[config.mk]
export PLATFORM = sky130hd
export DESIGN_NAME = uc2_top
export DESIGN_NICKNAME = d
export VERILOG_FILES = /design/src/uc2_pkg.sv /design/src/uc2_rx_if.sv /design/src/uc2_rx.sv /design/src/uc2_top.sv
export SDC_FILE = /design/constraint.sdc
export NUM_CORES = 1
export LEC_CHECK = 0
export CORE_ASPECT_RATIO = 0.6
export CORE_MARGIN = 4
export CORE_UTILIZATION = 25
export DETAILED_ROUTE_END_ITERATION = 10
export DONT_BUFFER_PORTS = 1
export SYNTH_ARGS = -nofsm -noshare
export SYNTH_HDL_FRONTEND = slang
export SYNTH_HIERARCHICAL = 1
export SYNTH_SLANG_ARGS = --single-unit
[constraint.sdc]
create_clock -name pclk -period 2.9 [get_ports pclk]
set_input_delay 0.435 -clock pclk [delete_from_list [all_inputs] [get_ports pclk]]
set_output_delay 0.435 -clock pclk [all_outputs]
set_load 0.01 [all_outputs]
[src/uc2_pkg.sv]
// constants and types shared by the serial port control block
package uc2_pkg;
   // register word indexes; byte address is index times four
   localparam logic [7:0] CTRL_IDX  = 8'h03;
   localparam logic [7:0] CFG_IDX   = 8'h08;
   localparam logic [7:0] STAT_IDX  = 8'h09;
   localparam logic [7:0] DATA_IDX  = 8'h0a;
   localparam int         ADDR_LSB  = 2;
   localparam logic [7:0] CTRL_RST  = 8'h00;
   localparam logic [5:0] CFG_RST   = 6'h00;
   // serial_control_two fields
   localparam int B_TXE  = 7;
   localparam int B_TXD  = 6;
   localparam int B_RXF  = 5;
   localparam int B_QL   = 4;
   localparam int B_TXON = 3;
   localparam int B_RXON = 2;
   localparam int B_STBY = 1;
   localparam int B_BRK  = 0;
   // configuration fields
   localparam int C_LOOP = 0;
   localparam int C_RX_INPUT_SEL = 1;
   localparam int C_DIR  = 2;
   localparam int C_LBRK = 3;
   localparam int C_NINE = 4;
   localparam int C_WAKE = 5;
   // status fields share the interrupt enable positions
   localparam int S_TXE  = 7;
   localparam int S_TXD  = 6;
   localparam int S_RXF  = 5;
   localparam int S_QL   = 4;
   // character lengths in bit times
   localparam logic [3:0] FRAME_BITS = 4'ha;
   localparam logic [3:0] BRK_BITS   = 4'ha;
   localparam logic [3:0] LBRK_BITS  = 4'hd;
   // timing
   localparam int CLK_HZ      = 20000000;
   localparam int BAUD_DEF    = 9600;
   localparam int BIT_CYC_DEF = CLK_HZ / BAUD_DEF;
   typedef enum logic [3:0] {
      TX_IDLE  = 4'h1,
      TX_FRAME = 4'h2,
      TX_PRE   = 4'h4,
      TX_BRK   = 4'h8
   } uc2_tx_st_t;
endpackage : uc2_pkg

[src/uc2_rx_if.sv]
// bundle between the control logic and the receive shifter
`timescale 1ns/1ps
`default_nettype none
interface uc2_rx_if;
   logic       rx_line;
   logic       enable;
   logic       nine;
   logic [8:0] data;
   logic       done;
   logic       idle;
   modport rcv (input rx_line, input enable, input nine, output data, output done, output idle);
   modport ctl (output rx_line, output enable, output nine, input data, input done, input idle);
endinterface : uc2_rx_if
`default_nettype wire

[src/uc2_rx.sv]
// receive shifter with quiet line detection
`timescale 1ns/1ps
`default_nettype none
module uc2_rx #(
   parameter int BIT_CYCLES = uc2_pkg::BIT_CYC_DEF
) (
   input  wire logic pclk,    // bus clock
   input  wire logic presetn, // async reset, low
   uc2_rx_if.rcv     bus      // control side
);
   typedef struct packed {
      logic        busy;
      logic [15:0] cyc;
      logic [3:0]  bitn;
      logic [8:0]  shf;
      logic [19:0] hi_cnt;
      logic        armed;
      logic [8:0]  data;
      logic        done;
      logic        idle;
   } uc2_rx_st_t;

   uc2_rx_st_t s;
   uc2_rx_st_t n;
   logic [19:0] idle_len;
   logic [3:0]  last_bit;

   generate
      if (BIT_CYCLES < 4 || BIT_CYCLES > 65535)
      begin : g_bad
         $error("uc2_rx: BIT_CYCLES out of range");
      end
   endgenerate

   always_comb
   begin
      n = s;
      n.done = 1'b0;
      n.idle = 1'b0;
      // quiet time counts only after a character, so reset alone raises no quiet event
      idle_len = bus.nine ? 20'((uc2_pkg::FRAME_BITS + 1) * BIT_CYCLES)
                          : 20'(uc2_pkg::FRAME_BITS * BIT_CYCLES);
      last_bit = bus.nine ? uc2_pkg::FRAME_BITS : uc2_pkg::FRAME_BITS - 4'h1;
      if (!bus.enable)
      begin
         n = '0;
         n.data = s.data;
      end
      else if (!s.busy)
      begin
         if (bus.rx_line)
         begin
            if (s.armed && s.hi_cnt == idle_len - 20'h00001)
            begin
               n.idle  = 1'b1;
               n.armed = 1'b0;
               n.hi_cnt = '0;
            end
            else if (s.armed)
               n.hi_cnt = s.hi_cnt + 20'h00001;
         end
         else
         begin
            n.busy   = 1'b1;
            n.cyc    = 16'(BIT_CYCLES / 2);
            n.bitn   = 4'h0;
            n.hi_cnt = '0;
         end
      end
      else if (s.cyc != 16'h0000)
         n.cyc = s.cyc - 16'h0001;
      else
      begin
         n.cyc  = 16'(BIT_CYCLES - 1);
         n.bitn = s.bitn + 4'h1;
         if (s.bitn == 4'h0 && bus.rx_line)
            n.busy = 1'b0;                       // false start
         else if (s.bitn == last_bit)
         begin
            n.busy  = 1'b0;
            n.done  = 1'b1;
            n.armed = 1'b1;
            n.data  = bus.nine ? s.shf : {1'b0, s.shf[8:1]};
         end
         else if (s.bitn != 4'h0)
            n.shf = {bus.rx_line, s.shf[8:1]};
      end
   end

   always_ff @(posedge pclk or negedge presetn)
   begin
      if (!presetn)
         s <= '0;
      else
         s <= n;
   end

   assign bus.data = s.data;
   assign bus.done = s.done;
   assign bus.idle = s.idle;
endmodule : uc2_rx
`default_nettype wire

[src/uc2_top.sv]
// serial port second control register with transmitter, pin control and wakeup
//
// Register access over APB is this design's own decision.
`timescale 1ns/1ps
`default_nettype none
module uc2_top #(
   parameter int AW         = 12,
   parameter int BIT_CYCLES = uc2_pkg::BIT_CYC_DEF
) (
   input  wire logic          pclk,        // bus clock
   input  wire logic          presetn,     // async reset, low
   input  wire logic          psel,        // apb select
   input  wire logic          penable,     // apb enable
   input  wire logic          pwrite,      // apb direction
   input  wire logic [AW-1:0] paddr,       // apb byte address
   input  wire logic [31:0]   pwdata,      // apb write data
   output logic      [31:0]   prdata,      // apb read data
   output logic               pready,      // apb ready
   output logic               pslverr,     // apb error
   output logic               irq,         // interrupt request level
   input  wire logic          txd_in,      // transmit pin sensed
   output logic               txd_out,     // transmit pin driven value
   output logic               txd_oe_n,    // transmit pin enable, low drives
   output logic               tx_pin_own,  // port owns transmit pin
   input  wire logic          rxd_in,      // receive pin
   output logic               rxd_pin_own  // port owns receive pin
);
   typedef struct packed {
      logic [7:0]          ctrl;
      logic [5:0]          cfg;
      logic [8:0]          txb;
      logic                txe;
      logic [8:0]          rxb;
      logic                rxf;
      logic                ql;
      logic                idle_pend;
      logic                brk_pend;
      uc2_pkg::uc2_tx_st_t st;
      logic [15:0]         cyc;
      logic [3:0]          bitn;
      logic [10:0]         shf;
      logic                tx_line;
      logic [31:0]         prdata;
   } uc2_state_t;

   uc2_state_t s;
   uc2_state_t n;
   uc2_rx_if   rxb ();

   logic setup;
   logic wr;
   logic rd;
   logic mapped;
   logic [AW-3:0] widx;
   logic tc;
   logic single;
   logic fill;
   logic msb;
   logic [31:0] rdval;

   generate
      if (AW < 6 || BIT_CYCLES < 4 || BIT_CYCLES > 65535)
      begin : g_bad
         $error("uc2_top: parameter out of range");
      end
   endgenerate

   uc2_rx #(
      .BIT_CYCLES (BIT_CYCLES)
   ) uc2_rx_i (
      .pclk    (pclk),
      .presetn (presetn),
      .bus     (rxb)
   );

   // bus decode; zero wait states so every access ends in its first access cycle
   assign widx    = paddr[AW-1:uc2_pkg::ADDR_LSB];
   assign mapped  = (paddr[1:0] == 2'h0)
                    && (widx == (AW-2)'(uc2_pkg::CTRL_IDX) || widx == (AW-2)'(uc2_pkg::CFG_IDX)
                     || widx == (AW-2)'(uc2_pkg::STAT_IDX) || widx == (AW-2)'(uc2_pkg::DATA_IDX));
   assign setup   = psel && !penable;
   assign wr      = psel && penable && pwrite && mapped;
   assign rd      = psel && penable && !pwrite && mapped;
   assign pready  = 1'b1;
   assign pslverr = psel && penable && !mapped;

   assign single = s.cfg[uc2_pkg::C_LOOP] && s.cfg[uc2_pkg::C_RX_INPUT_SEL];
   assign tc     = s.txe && s.st == uc2_pkg::TX_IDLE && !s.idle_pend && !s.brk_pend;

   // receiver input routing
   always_comb
   begin
      if (!s.cfg[uc2_pkg::C_LOOP])
         rxb.rx_line = rxd_in;
      else if (s.cfg[uc2_pkg::C_RX_INPUT_SEL])
         rxb.rx_line = s.cfg[uc2_pkg::C_DIR] ? s.tx_line : txd_in;
      else
         rxb.rx_line = s.tx_line;
   end
   assign rxb.enable = s.ctrl[uc2_pkg::B_RXON];
   assign rxb.nine   = s.cfg[uc2_pkg::C_NINE];
   assign msb        = s.cfg[uc2_pkg::C_NINE] ? rxb.data[8] : rxb.data[7];

   always_comb
   begin
      rdval = '0;
      if (widx == (AW-2)'(uc2_pkg::CTRL_IDX))
         rdval[7:0] = s.ctrl;
      else if (widx == (AW-2)'(uc2_pkg::CFG_IDX))
         rdval[5:0] = s.cfg;
      else if (widx == (AW-2)'(uc2_pkg::STAT_IDX))
      begin
         rdval[uc2_pkg::S_TXE] = s.txe;
         rdval[uc2_pkg::S_TXD] = tc;
         rdval[uc2_pkg::S_RXF] = s.rxf;
         rdval[uc2_pkg::S_QL]  = s.ql;
      end
      else if (widx == (AW-2)'(uc2_pkg::DATA_IDX))
         rdval[8:0] = s.rxb;
   end

   always_comb
   begin
      n = s;
      fill = s.st != uc2_pkg::TX_BRK;
      if (setup && !pwrite)
         n.prdata = rdval;

      // receiver side: clears first so a same-cycle set wins
      if (rd && widx == (AW-2)'(uc2_pkg::DATA_IDX))
      begin
         n.rxf = 1'b0;
         n.ql  = 1'b0;
      end
      // standby drops ordinary characters and quiet events until the wakeup
      if (s.ctrl[uc2_pkg::B_STBY])
      begin
         if (!s.cfg[uc2_pkg::C_WAKE] && rxb.idle)
            n.ctrl[uc2_pkg::B_STBY] = 1'b0;
         if (s.cfg[uc2_pkg::C_WAKE] && rxb.done && msb)
         begin
            n.ctrl[uc2_pkg::B_STBY] = 1'b0;
            n.rxb = rxb.data;
            n.rxf = 1'b1;
         end
      end
      else
      begin
         if (rxb.done)
         begin
            n.rxb = rxb.data;
            n.rxf = 1'b1;
         end
         if (rxb.idle)
            n.ql = 1'b1;
      end

      // transmitter
      case (s.st)
         uc2_pkg::TX_IDLE:
         begin
            n.cyc = 16'(BIT_CYCLES - 1);
            if (s.brk_pend)
            begin
               n.st       = uc2_pkg::TX_BRK;
               n.brk_pend = 1'b0;
               n.shf      = '0;
               n.bitn     = (s.cfg[uc2_pkg::C_LBRK] ? uc2_pkg::LBRK_BITS : uc2_pkg::BRK_BITS)
                            + {3'h0, s.cfg[uc2_pkg::C_NINE]};
            end
            else if (s.idle_pend)
            begin
               n.st        = uc2_pkg::TX_PRE;
               n.idle_pend = 1'b0;
               n.shf       = '1;
               n.bitn      = uc2_pkg::FRAME_BITS + {3'h0, s.cfg[uc2_pkg::C_NINE]};
            end
            else if (!s.txe)
            begin
               n.st  = uc2_pkg::TX_FRAME;
               n.txe = 1'b1;
               n.shf = s.cfg[uc2_pkg::C_NINE] ? {1'b1, s.txb, 1'b0}
                                              : {2'h3, s.txb[7:0], 1'b0};
               n.bitn = uc2_pkg::FRAME_BITS + {3'h0, s.cfg[uc2_pkg::C_NINE]};
            end
         end
         uc2_pkg::TX_FRAME, uc2_pkg::TX_PRE, uc2_pkg::TX_BRK:
         begin
            if (s.cyc != 16'h0000)
               n.cyc = s.cyc - 16'h0001;
            else
            begin
               n.cyc  = 16'(BIT_CYCLES - 1);
               n.shf  = {fill, s.shf[10:1]};
               n.bitn = s.bitn - 4'h1;
               if (s.bitn == 4'h1)
               begin
                  // a held break reloads in place so the line never blips high
                  if (s.st == uc2_pkg::TX_BRK && s.ctrl[uc2_pkg::B_BRK]
                      && s.ctrl[uc2_pkg::B_TXON])
                     n.bitn = (s.cfg[uc2_pkg::C_LBRK] ? uc2_pkg::LBRK_BITS
                                                      : uc2_pkg::BRK_BITS)
                              + {3'h0, s.cfg[uc2_pkg::C_NINE]};
                  else
                     n.st = uc2_pkg::TX_IDLE;
               end
            end
         end
         default:
            n.st = uc2_pkg::TX_IDLE;
      endcase

      // software writes come last; a standby set beats a same-cycle wakeup
      if (wr && widx == (AW-2)'(uc2_pkg::CTRL_IDX))
      begin
         n.ctrl = pwdata[7:0];
         if (!s.ctrl[uc2_pkg::B_TXON] && pwdata[uc2_pkg::B_TXON])
            n.idle_pend = 1'b1;
         if (!s.ctrl[uc2_pkg::B_BRK] && pwdata[uc2_pkg::B_BRK] && pwdata[uc2_pkg::B_TXON])
            n.brk_pend = 1'b1;
      end
      if (wr && widx == (AW-2)'(uc2_pkg::CFG_IDX))
         n.cfg = pwdata[5:0];
      if (wr && widx == (AW-2)'(uc2_pkg::DATA_IDX) && s.ctrl[uc2_pkg::B_TXON])
      begin
         n.txb = pwdata[8:0];
         n.txe = 1'b0;
      end
      n.tx_line = (n.st == uc2_pkg::TX_IDLE) ? 1'b1 : n.shf[0];
   end

   always_ff @(posedge pclk or negedge presetn)
   begin
      if (!presetn)
      begin
         s           <= '0;
         s.ctrl      <= uc2_pkg::CTRL_RST;
         s.cfg       <= uc2_pkg::CFG_RST;
         s.txe       <= 1'b1;
         s.st        <= uc2_pkg::TX_IDLE;
         s.tx_line   <= 1'b1;
      end
      else
         s <= n;
   end

   assign prdata = s.prdata;

   // level request, held while any enabled flag stays set
   assign irq = (s.ctrl[uc2_pkg::B_TXE] && s.txe)
             || (s.ctrl[uc2_pkg::B_TXD] && tc)
             || (s.ctrl[uc2_pkg::B_RXF] && s.rxf)
             || (s.ctrl[uc2_pkg::B_QL]  && s.ql);

   // pin held through anything still queued after tx_on drops
   assign tx_pin_own  = s.ctrl[uc2_pkg::B_TXON] || s.st != uc2_pkg::TX_IDLE
                        || s.idle_pend || s.brk_pend || !s.txe;
   assign txd_out     = s.tx_line;
   assign txd_oe_n    = !(tx_pin_own && !(single && !s.cfg[uc2_pkg::C_DIR]));
   assign rxd_pin_own = s.ctrl[uc2_pkg::B_RXON] && !s.cfg[uc2_pkg::C_LOOP];

   AST_TXE_IRQ: assert property (@(posedge pclk) disable iff (!presetn)
      (s.ctrl[uc2_pkg::B_TXE] && s.txe) |-> irq)
      else $error("tx empty enabled but no interrupt");
   AST_TXD_IRQ: assert property (@(posedge pclk) disable iff (!presetn)
      (s.ctrl[uc2_pkg::B_TXD] && s.txe && s.st == uc2_pkg::TX_IDLE
       && !s.idle_pend && !s.brk_pend) |-> irq)
      else $error("tx done enabled but no interrupt");
   AST_RXF_IRQ: assert property (@(posedge pclk) disable iff (!presetn)
      (s.ctrl[uc2_pkg::B_RXF] && rxb.done && !s.ctrl[uc2_pkg::B_STBY]
       && !(wr && widx == (AW-2)'(uc2_pkg::CTRL_IDX))) |=> irq)
      else $error("rx full enabled but no interrupt");
   AST_QL_IRQ: assert property (@(posedge pclk) disable iff (!presetn)
      (s.ctrl[uc2_pkg::B_QL] && s.ql) |-> irq)
      else $error("quiet line enabled but no interrupt");
   AST_IRQ_OFF: assert property (@(posedge pclk) disable iff (!presetn)
      (s.ctrl[7:4] == 4'h0) |-> !irq)
      else $error("interrupt with all enables clear");
   AST_TX_DRIVE: assert property (@(posedge pclk) disable iff (!presetn)
      (s.ctrl[uc2_pkg::B_TXON] && !single) |-> !txd_oe_n)
      else $error("tx_on set but pin not driven");
   AST_SINGLE_RX: assert property (@(posedge pclk) disable iff (!presetn)
      (single && !s.cfg[uc2_pkg::C_DIR]) |-> txd_oe_n)
      else $error("single wire receive but pin driven");
   AST_IDLE_Q: assert property (@(posedge pclk) disable iff (!presetn)
      (wr && widx == (AW-2)'(uc2_pkg::CTRL_IDX) && !s.ctrl[uc2_pkg::B_TXON]
       && pwdata[uc2_pkg::B_TXON] && s.st != uc2_pkg::TX_IDLE) |=> s.idle_pend)
      else $error("idle character not queued");
   AST_HOLD_PIN: assert property (@(posedge pclk) disable iff (!presetn)
      (s.st != uc2_pkg::TX_IDLE || s.brk_pend) |-> tx_pin_own)
      else $error("pin released while transmitting");
   AST_LOOP_RX: assert property (@(posedge pclk) disable iff (!presetn)
      s.cfg[uc2_pkg::C_LOOP] |-> !rxd_pin_own)
      else $error("receive pin kept in loopback");
   AST_RX_OFF: assert property (@(posedge pclk) disable iff (!presetn)
      !s.ctrl[uc2_pkg::B_RXON] |-> !rxd_pin_own)
      else $error("receive pin kept with receiver off");
   AST_STBY_SET: assert property (@(posedge pclk) disable iff (!presetn)
      (wr && widx == (AW-2)'(uc2_pkg::CTRL_IDX) && pwdata[uc2_pkg::B_STBY])
      |=> s.ctrl[uc2_pkg::B_STBY])
      else $error("standby not entered on write");
   AST_MARK_WAKE: assert property (@(posedge pclk) disable iff (!presetn)
      (s.ctrl[uc2_pkg::B_STBY] && s.cfg[uc2_pkg::C_WAKE] && rxb.done && msb
       && !(wr && widx == (AW-2)'(uc2_pkg::CTRL_IDX))) |=> !s.ctrl[uc2_pkg::B_STBY])
      else $error("standby not cleared on address mark");
   AST_WAKE: assert property (@(posedge pclk) disable iff (!presetn)
      (s.ctrl[uc2_pkg::B_STBY] && !s.cfg[uc2_pkg::C_WAKE] && rxb.idle
       && !(wr && widx == (AW-2)'(uc2_pkg::CTRL_IDX))) |=> !s.ctrl[uc2_pkg::B_STBY])
      else $error("standby not cleared on quiet line");
   AST_BRK_Q: assert property (@(posedge pclk) disable iff (!presetn)
      (wr && widx == (AW-2)'(uc2_pkg::CTRL_IDX) && !s.ctrl[uc2_pkg::B_BRK]
       && pwdata[uc2_pkg::B_BRK] && pwdata[uc2_pkg::B_TXON])
      |=> (s.brk_pend || s.st == uc2_pkg::TX_BRK))
      else $error("break not queued");
   AST_BRK_LOW: assert property (@(posedge pclk) disable iff (!presetn)
      (s.st == uc2_pkg::TX_BRK) |-> !txd_out)
      else $error("break line not low");
   AST_CTRL_WR: assert property (@(posedge pclk) disable iff (!presetn)
      (wr && widx == (AW-2)'(uc2_pkg::CTRL_IDX)) |=> (s.ctrl == $past(pwdata[7:0])))
      else $error("control write not stored");
endmodule : uc2_top
`default_nettype wire

[After elaboration in Yosys (flattened, before gate mapping)]
Cells that the tools add are included.
Storage, ports and cells
  flip-flop bits (word level): 144
  input port bits: 51
  output and inout port bits: 39
  word-level logic and storage cells: 221
Operators by class
  add/subtract/negate cells: 8
  eq/ne operators: 32
  muxes and demuxes: 78
  bitwise operators: 2
  reductions and logical operators: 75
Operators with widths (count)
  $mux W20: 4
  $mux W62: 1
  $pmux W31 S2: 1
  $mux W15: 4
  $mux W9: 6
  $mux W10: 5
  $mux W21: 2
  $mux W4: 10
  $logic_and A1 B1 Y1: 35
  $mux W11: 3
  $mux W16: 2
  $reduce_bool A16 Y1: 2
  $sub A16 B1 Y16 const B: 2
  $eq A10 B4 Y1 const B: 3
  $mux W1: 28
  $add A20 B1 Y20 const B: 1
  $eq A20 B20 Y1: 1
  $sub A20 B1 Y20 const B: 1
  $reduce_and A5 Y1: 3
  $logic_not A1 Y1: 13
  $mux W13: 1
  $eq A4 B1 Y1 const B: 3
  $mux W12: 1
  $ne A3 B3 Y1 const B: 4
  other kinds (28): 59

[Longest topological paths before layout]
Gate-level depths: netlist of run 1.
  word-level depth: 10
  depth in mapped cells: 9
  depth with buffers taken out: 8

[Modules after synthesis]
The synthesis of run 1 kept the hierarchy.
Modules (own cells, without submodules)
  uc2_top: instances 1, cells each 452, area an instance 4395.5 um^2, sequential area each 2055.7 um^2
  uc2_rx: instances 1, cells each 352, area an instance 3388.2 um^2, sequential area each 1551.5 um^2

[Worst setup path after synthesis of run 1]
OpenSTA, ideal clock, no wires.
  path kind: register -> register
  start point: reg, netlist name s[48]
  end point: reg, netlist name s[62]
  arrival time: 2.216 ns
  setup slack: 0.602 ns
  cell stages (with the launch flop): 9
  path buffers: 1
  period minus slack after synthesis: 2.298 ns
  path through: dfrtp_1 inv_1 ha_1 or3b_2 clkbuf_1 or3_4 or3_1 or3_1 o21ai_0

==> results of run 1 <==
worst paths after layout:
| kind | slack, ps | endpoint |
|---|---|---|
| max | 260 | txd_oe_n |
| min | -290 | s[39] |
| max reg2reg | 350 | s[63] |
| min reg2reg | 500 | s[41] |
| max in group asynchronous | 2840 | txd_out |
| min in group pclk | 160 | s[92] |
final cells by class:
class | count | area [um2]
Clock inverter | 9 | 82.6
Clock buffer | 21 | 480
Inverter | 28 | 105
Multi-Input combinational cell | 580 | 3680
Sequential cell | 144 | 3610
Tap cell | 408 | 510
Timing Repair Buffer | 23 | 173
Fill cell | 3205 | 21600
routing by layer:
metal / vias up / global-route usage, % / part of all wire [%]
met5: - / 0 / 0
met4: 0 / 2.87 / 1.3
met3: 17 / 3.67 / 7.5
met2: 157 / 13.6 / 38
met1: 2913 / 18.2 / 54
li1: 2813 / - / -
Yosys cell counts, types with 3 or more instances:
library cell,number
a211o_1,4
a21oi_1,28
a221o_1,3
a221oi_1,4
a22o_1,5
a31oi_1,10
and2_0,3
and2_1,6
and3_1,7
and4_1,4
buf_2,8
buf_4,45
clkbuf_1,17
dfrtp_1,141
dfstp_2,3
ha_1,9
inv_1,28
mux2_2,45
mux2i_1,17
nand2_1,82
nand2b_1,9
nand3_1,29
nand3b_1,5
nand4_1,11
nor2_1,55
nor2b_1,7
nor3_1,25
nor3b_1,6
nor4_1,8
nor4b_1,7
o211ai_1,6
o21ai_0,65
o22ai_1,7
o31ai_1,4
o41ai_1,4
or2_2,4
or3_1,6
or3b_2,3
or4_1,7
xnor2_1,8
xor2_1,8
flip-flops by register name, indices dropped and copies added (netlist names):
signal	flops
rxb.enable	1
uc2_rx_i/bus.idle	1
rxb.nine	1
s	70
prdata	9
uc2_rx_i/bus.done	1
txd_out	1
uc2_rx_i/bus.data	9
uc2_rx_i/s	51
timing repair:
| item | 4_1_cts | 5_1_grt |
|---|---|---|
| resized for setup | 0 | 1 |
| endpoints found under the setup margin | 0 | 2 |
| hold endpoints to repair | 144 | 144 |
placed cells by master (no fill, tap or decap), types with 6 or more instances in the layout:
cell	Yosys	routed
nor4_1	8	8
nand2_1	82	82
nor2_1	55	55
nand3_1	29	29
mux2_2	45	45
dfrtp_1	141	141
a21oi_1	28	28
o21ai_0	65	65
nand2b_1	9	9
and3_1	7	7
mux2i_1	17	17
o211ai_1	6	6
clkbuf_16	0	17
or4_1	7	7
nand4_1	11	11
inv_1	28	28
xnor2_1	8	8
nor3_1	25	25
and2_1	6	6
xor2_1	8	8
nor3b_1	6	6
a31oi_1	10	10
nor2b_1	7	7
ha_1	9	9
nor4b_1	7	7
o22ai_1	7	7
buf_4	45	23
conb_1	2	24
or3_1	6	6
cell families after synthesis:
kind of cell / count (synthesis) / share of synthesized area [%]
xor gates and xnor gates: 16 / 1.80
AOI/OAI and AO/OA: 169 / 13.8
and+or+nand+nor: 300 / 20.4
DFF: 144 / 46.3
muxes: 62 / 8.70
adders and majority gates: 9 / 1.45
buffers and inverters: 102 / 7.44
other: 2 / 0.0965
per-stage QoR:
stage	utilization (%)	area (um2)	setup WS, ps
CTS	28.5	8640	228
detailed placement	26.7	8080	216
global route	28.5	8640	135
finish	28.5	8640	259
floorplan	-	7870	602
global placement	26.7	8080	263
power by group:
part	internal, mW	switching (mW)	leakage [nW]
Clock	1.26	0.851	0.277
Sequential	2.02	0.0137	1.90
Combinational	0.0145	0.0323	1.55
worst max-delay path, cell delays in order, from the launching register on:
cell and delay, ps:
dfstp_2 580, nor4b_1 260, buf_4 190, nand3b_1 100
or2_2 370, o21ai_0 290
==> out/qor.yml, run 1 <==
syn_to_final_growth_pct: 11.0
synth.cell_area_mm2: 0.00778
dr.pass1.iters: 5
drt_wl_total_mm: 19.0
tightest_slew_ps: 926
placed_cells_incl_taps: 1183
netlist.area_leader.share_pct: 45.3
grt_max_degree: 145
skew_ps: 12.3
synth-async-reset-ratio_pct: 100
synth_seq_cells: 144
synth_area_leaders: "dfrtp_1 (45%), mux2_2 (6.5%), buf_4 (4.3%), o21ai_0 (4.2%), nand2_1 (4.0%)"
root_buffer: "clkbuf_16"
drtIter0Drc: 593
cts_tree: "yes"
grt_antenna_before_repair: 0
diodes: 0
synthFlopType: "dfrtp_1"
synth_edf_count: 0
cp.arrival_ps: 2210
drcViolationCount: 0
r2r_start: "s[48]"
period_minus_slack_ps: 2640
initial_core_util_pct: 25.7
startpoint_type: "register"
drive_above_1_share_pct: 14.7
violations: "hold timing"
stdcell_count: 1213
grt_pass1_wl_mm: 30.6
synth_cell_type_count: 77
cp_max_fo: 7
rows: 49
finalCritPeriodShare_pct: 91.1
crit_type: "register to output pin"
htreeDepth: 4
p_per_area_mw_per_mm2: 485
cts_buffers: 17
whs_ps: -294
io_pins: 90
ff2ff_path_depth: 8
tns_ps: 0
rsz0062_at_grt: "no"
fmax_mhz: 379
port_buffers: 0
postCtsSetupBuffers: 0
clkSinkCount: 144
track_usage_pct: 11.2
dp_hpwl_mm: 13.6
yosys.area.top_type: "dfrtp_1"
die-area_mm2: 0.0341
grt_pass1_vias: 5397
avgSynthCellArea_um2: 9.68
fin_nets: 854
die_w_um: 236
ant_nets: 0
hold_class: "primary input to async pin"
setup_viol: 0
cap_violations: 0
hold_violations: 142
end_kind: "output pin"
cts.clk_slew.worst_paths_ps: 60
syn_inst: 804
grt.overflow.total: 0
yosysSeqAreaShare_pct: 46.3
cp.required_ps: 2470
drv_slew: 0
relSlewSlack_pct: 38.1
worstSetupStartpoint: "s[64]"
place.gp.congestion: 0.797
cts_buffer_depth: 2
status: "complete, but fails checks"
die_y_um: 145
clock_latency_ps: 430
routed_via_density: 4.86
ir_drop_mv: 0.468
core_mm2: 0.0303
synth_warnings: 6
num_vias: 5900
p_leak_nw: 3.73
totalPowerFinal_mw: 4.19
post_drt_wl_per_cell_um: 15.7
Note: power is estimated with default switching activity, not from simulation.
==> run 2, diff against run 1 <==
==> constraint.sdc (replaced) <==
create_clock -name pclk -period 3.2 [get_ports pclk]
set_input_delay 0.48 -clock pclk [delete_from_list [all_inputs] [get_ports pclk]]
set_output_delay 0.48 -clock pclk [all_outputs]
set_load 0.01 [all_outputs]
==> run 2 against run 1 <==
  * The run still ends with hold timing left
  * Critical path depth grew 2
  * Non-clock buffer count shrank 7
  * Cell area shrank 0.51%
  * Hold slack gained 29 ps
==> out/qor.yml, run 2 (same netlist as run 1, synthesis figures left out) <==
status: "complete, but fails checks"
violations: "hold timing"
fmax_mhz: 369
tightest_slew_ps: 1190  # +264 ps
htreeDepth: 4  # unchanged
cts_tree: "yes"
core_mm2: 0.0303  # unchanged
dr.pass1.iters: 5  # unchanged
grt.overflow.total: 0  # unchanged
diodes: 0  # unchanged
relSlewSlack_pct: 20.2  # -18 points
whs_ps: -265  # +29.3 ps
cpPeakStageDelay_ps: 910  # +330 ps
post_cts_resized: 0  # unchanged
totalPowerFinal_mw: 3.85  # -8.2%
stdcell_count: 1208  # -0.41%
hold_violations: 144  # +1.4%
path_cells: "nand2b_1 -> mux2i_1 -> a21oi_1 -> nor2b_1 -> o21ai_1 -> nand2_1 -> o311ai_1"
cts_buffer_depth: 2  # unchanged
cts.clk_slew.worst_paths_ps: 70  # about the same
clock_latency_ps: 440  # about the same
num_vias: 5910  # +0.17%
grt_pass1_vias: 5564  # +3.1%
crit_type: "register to register"
rows: 49  # unchanged
startpoint_type: "register"
syn_to_final_growth_pct: 10.5
final_cell_mix: "dfrtp_1 (141), nand2_1 (82), o21ai_0 (65)"
post_drt_wl_per_cell_um: 15.6  # -0.48%
skew_ps: 16.8  # +4.47 ps
slowest_stage: "o21ai_1"
ir_drop_mv: 0.382  # -18%
finalCritPeriodShare_pct: 84.6
cp_max_fo: 17  # +10
final_common_cell: "dfrtp_1"
crit_family: "compound AO/OA/AOI/OAI gates"
path_buf_inv: 0  # -1
hold_class: "primary input to async pin"
initial_core_util_pct: 25.7  # unchanged
p_per_area_mw_per_mm2: 447  # -7.7%
n_fill_cell: 3202  # -0.094%
track_usage_pct: 11.3  # +0.10 points
drt_wl_total_mm: 18.8  # -0.89%
end_kind: "register"
top_register: "s"
clkSinkCount: 144  # unchanged
routed_via_density: 4.89  # +0.58%
cap_violations: 0  # unchanged
die_w_um: 236  # unchanged
fin_nets: 847  # -0.82%
place.gp.congestion: 0.790  # -0.85%
fin_area_mm2: 0.00860  # -0.51%
rsz0062_at_grt: "no"
io_pins: 90  # unchanged
ant_nets: 0  # unchanged
drv_slew: 0  # unchanged
reg_top3: "s x70, uc2_rx_i/s x51"
tns_ps: 0  # unchanged
drive_above_1_share_pct: 14.0  # -0.66 points
dp_slack_ps: 486  # +269 ps
drtIter0Drc: 533  # -10%
largest_register_ffs: 70  # unchanged
cp.required_ps: 3530  # +1060 ps
cts_buffers: 17  # unchanged
die-area_mm2: 0.0341  # unchanged
p_leak_nw: 3.68  # -1.2%
dp_hpwl_mm: 13.5  # -0.89%
cp.arrival_ps: 3040  # +830 ps
grt_max_degree: 145  # unchanged
setup_viol: 0  # unchanged
placed_area_mm2: 0.00802  # -0.65%
grt_pass1_wl_mm: 30.9  # +0.72%
root_buffer: "clkbuf_16"
die_y_um: 145  # unchanged
port_buffers: 0  # unchanged
period_minus_slack_ps: 2710
placed_cells_incl_taps: 1176  # -0.59%
drcViolationCount: 0  # unchanged
setup_ws_ps: 493  # +234 ps
postCtsSetupBuffers: 0  # unchanged
grt_antenna_before_repair: 0  # unchanged
## run 2: final timing paths
path | startpoint | endpoint | slack, ps | depth (start not counted)
min in group pclk | pwdata[2] | s[84] | 190 | 1
worst min-delay path | presetn | s[45] | -260 | 0
worst max register to register | s[93] | uc2_rx_i/s[26] | 490 | 7
worst min register to register | uc2_rx_i/s[31] | uc2_rx_i/s[31] | 490 | 1
max in group asynchronous | presetn | s[64] | 3200 | 0
worst max-delay path | s[93] | uc2_rx_i/s[26] | 490 | 7
## run 2: cell type report
| class | count | area, um2 | share of cell area (%) |
|---|---|---|---|
| multi-input combinational | 580 | 3680 | 42.8 |
| sequential | 144 | 3610 | 42.0 |
| timing repair buffer | 16 | 120 | 1.40 |
| clock buffer | 17 | 425 | 4.95 |
| tap | 408 | 510 | 5.94 |
| inverter | 28 | 105 | 1.22 |
| clock inverter | 15 | 150 | 1.75 |
## run 2: report_power, final
group	internal, mW	total [mW]	switching (mW)
logic	0.0127	0.0413	0.0286
clock network	1.09	1.96	0.873
registers	1.83	1.84	0.0118
total	2.93	3.85	0.913
## run 2: worst register-to-register path, delay by kind of cell (launching register included)
family / cells / cell delay [ps]
DFF: 1 / 380
muxes: 1 / 150
AOI/OAI and AO/OA: 3 / 1420
and+or+nand+nor: 3 / 650
## run 2: per-layer routing
layer	GRT usage [%]	vias to the layer above	wire length, um
li1	-	2811	-
met1	17.5	2893	9960
met2	14.8	193	7320
met3	3.79	13	1450
met4	2.75	0	121
met5	0	-	0
## run 2: stage by stage
stage               hold WS (ps)  utilization, %
floorplan                    184               -
global placement             188            26.5
detailed placement           189            26.5
CTS                         -289            28.4
global route                -287            28.4
finish                      -265            28.4
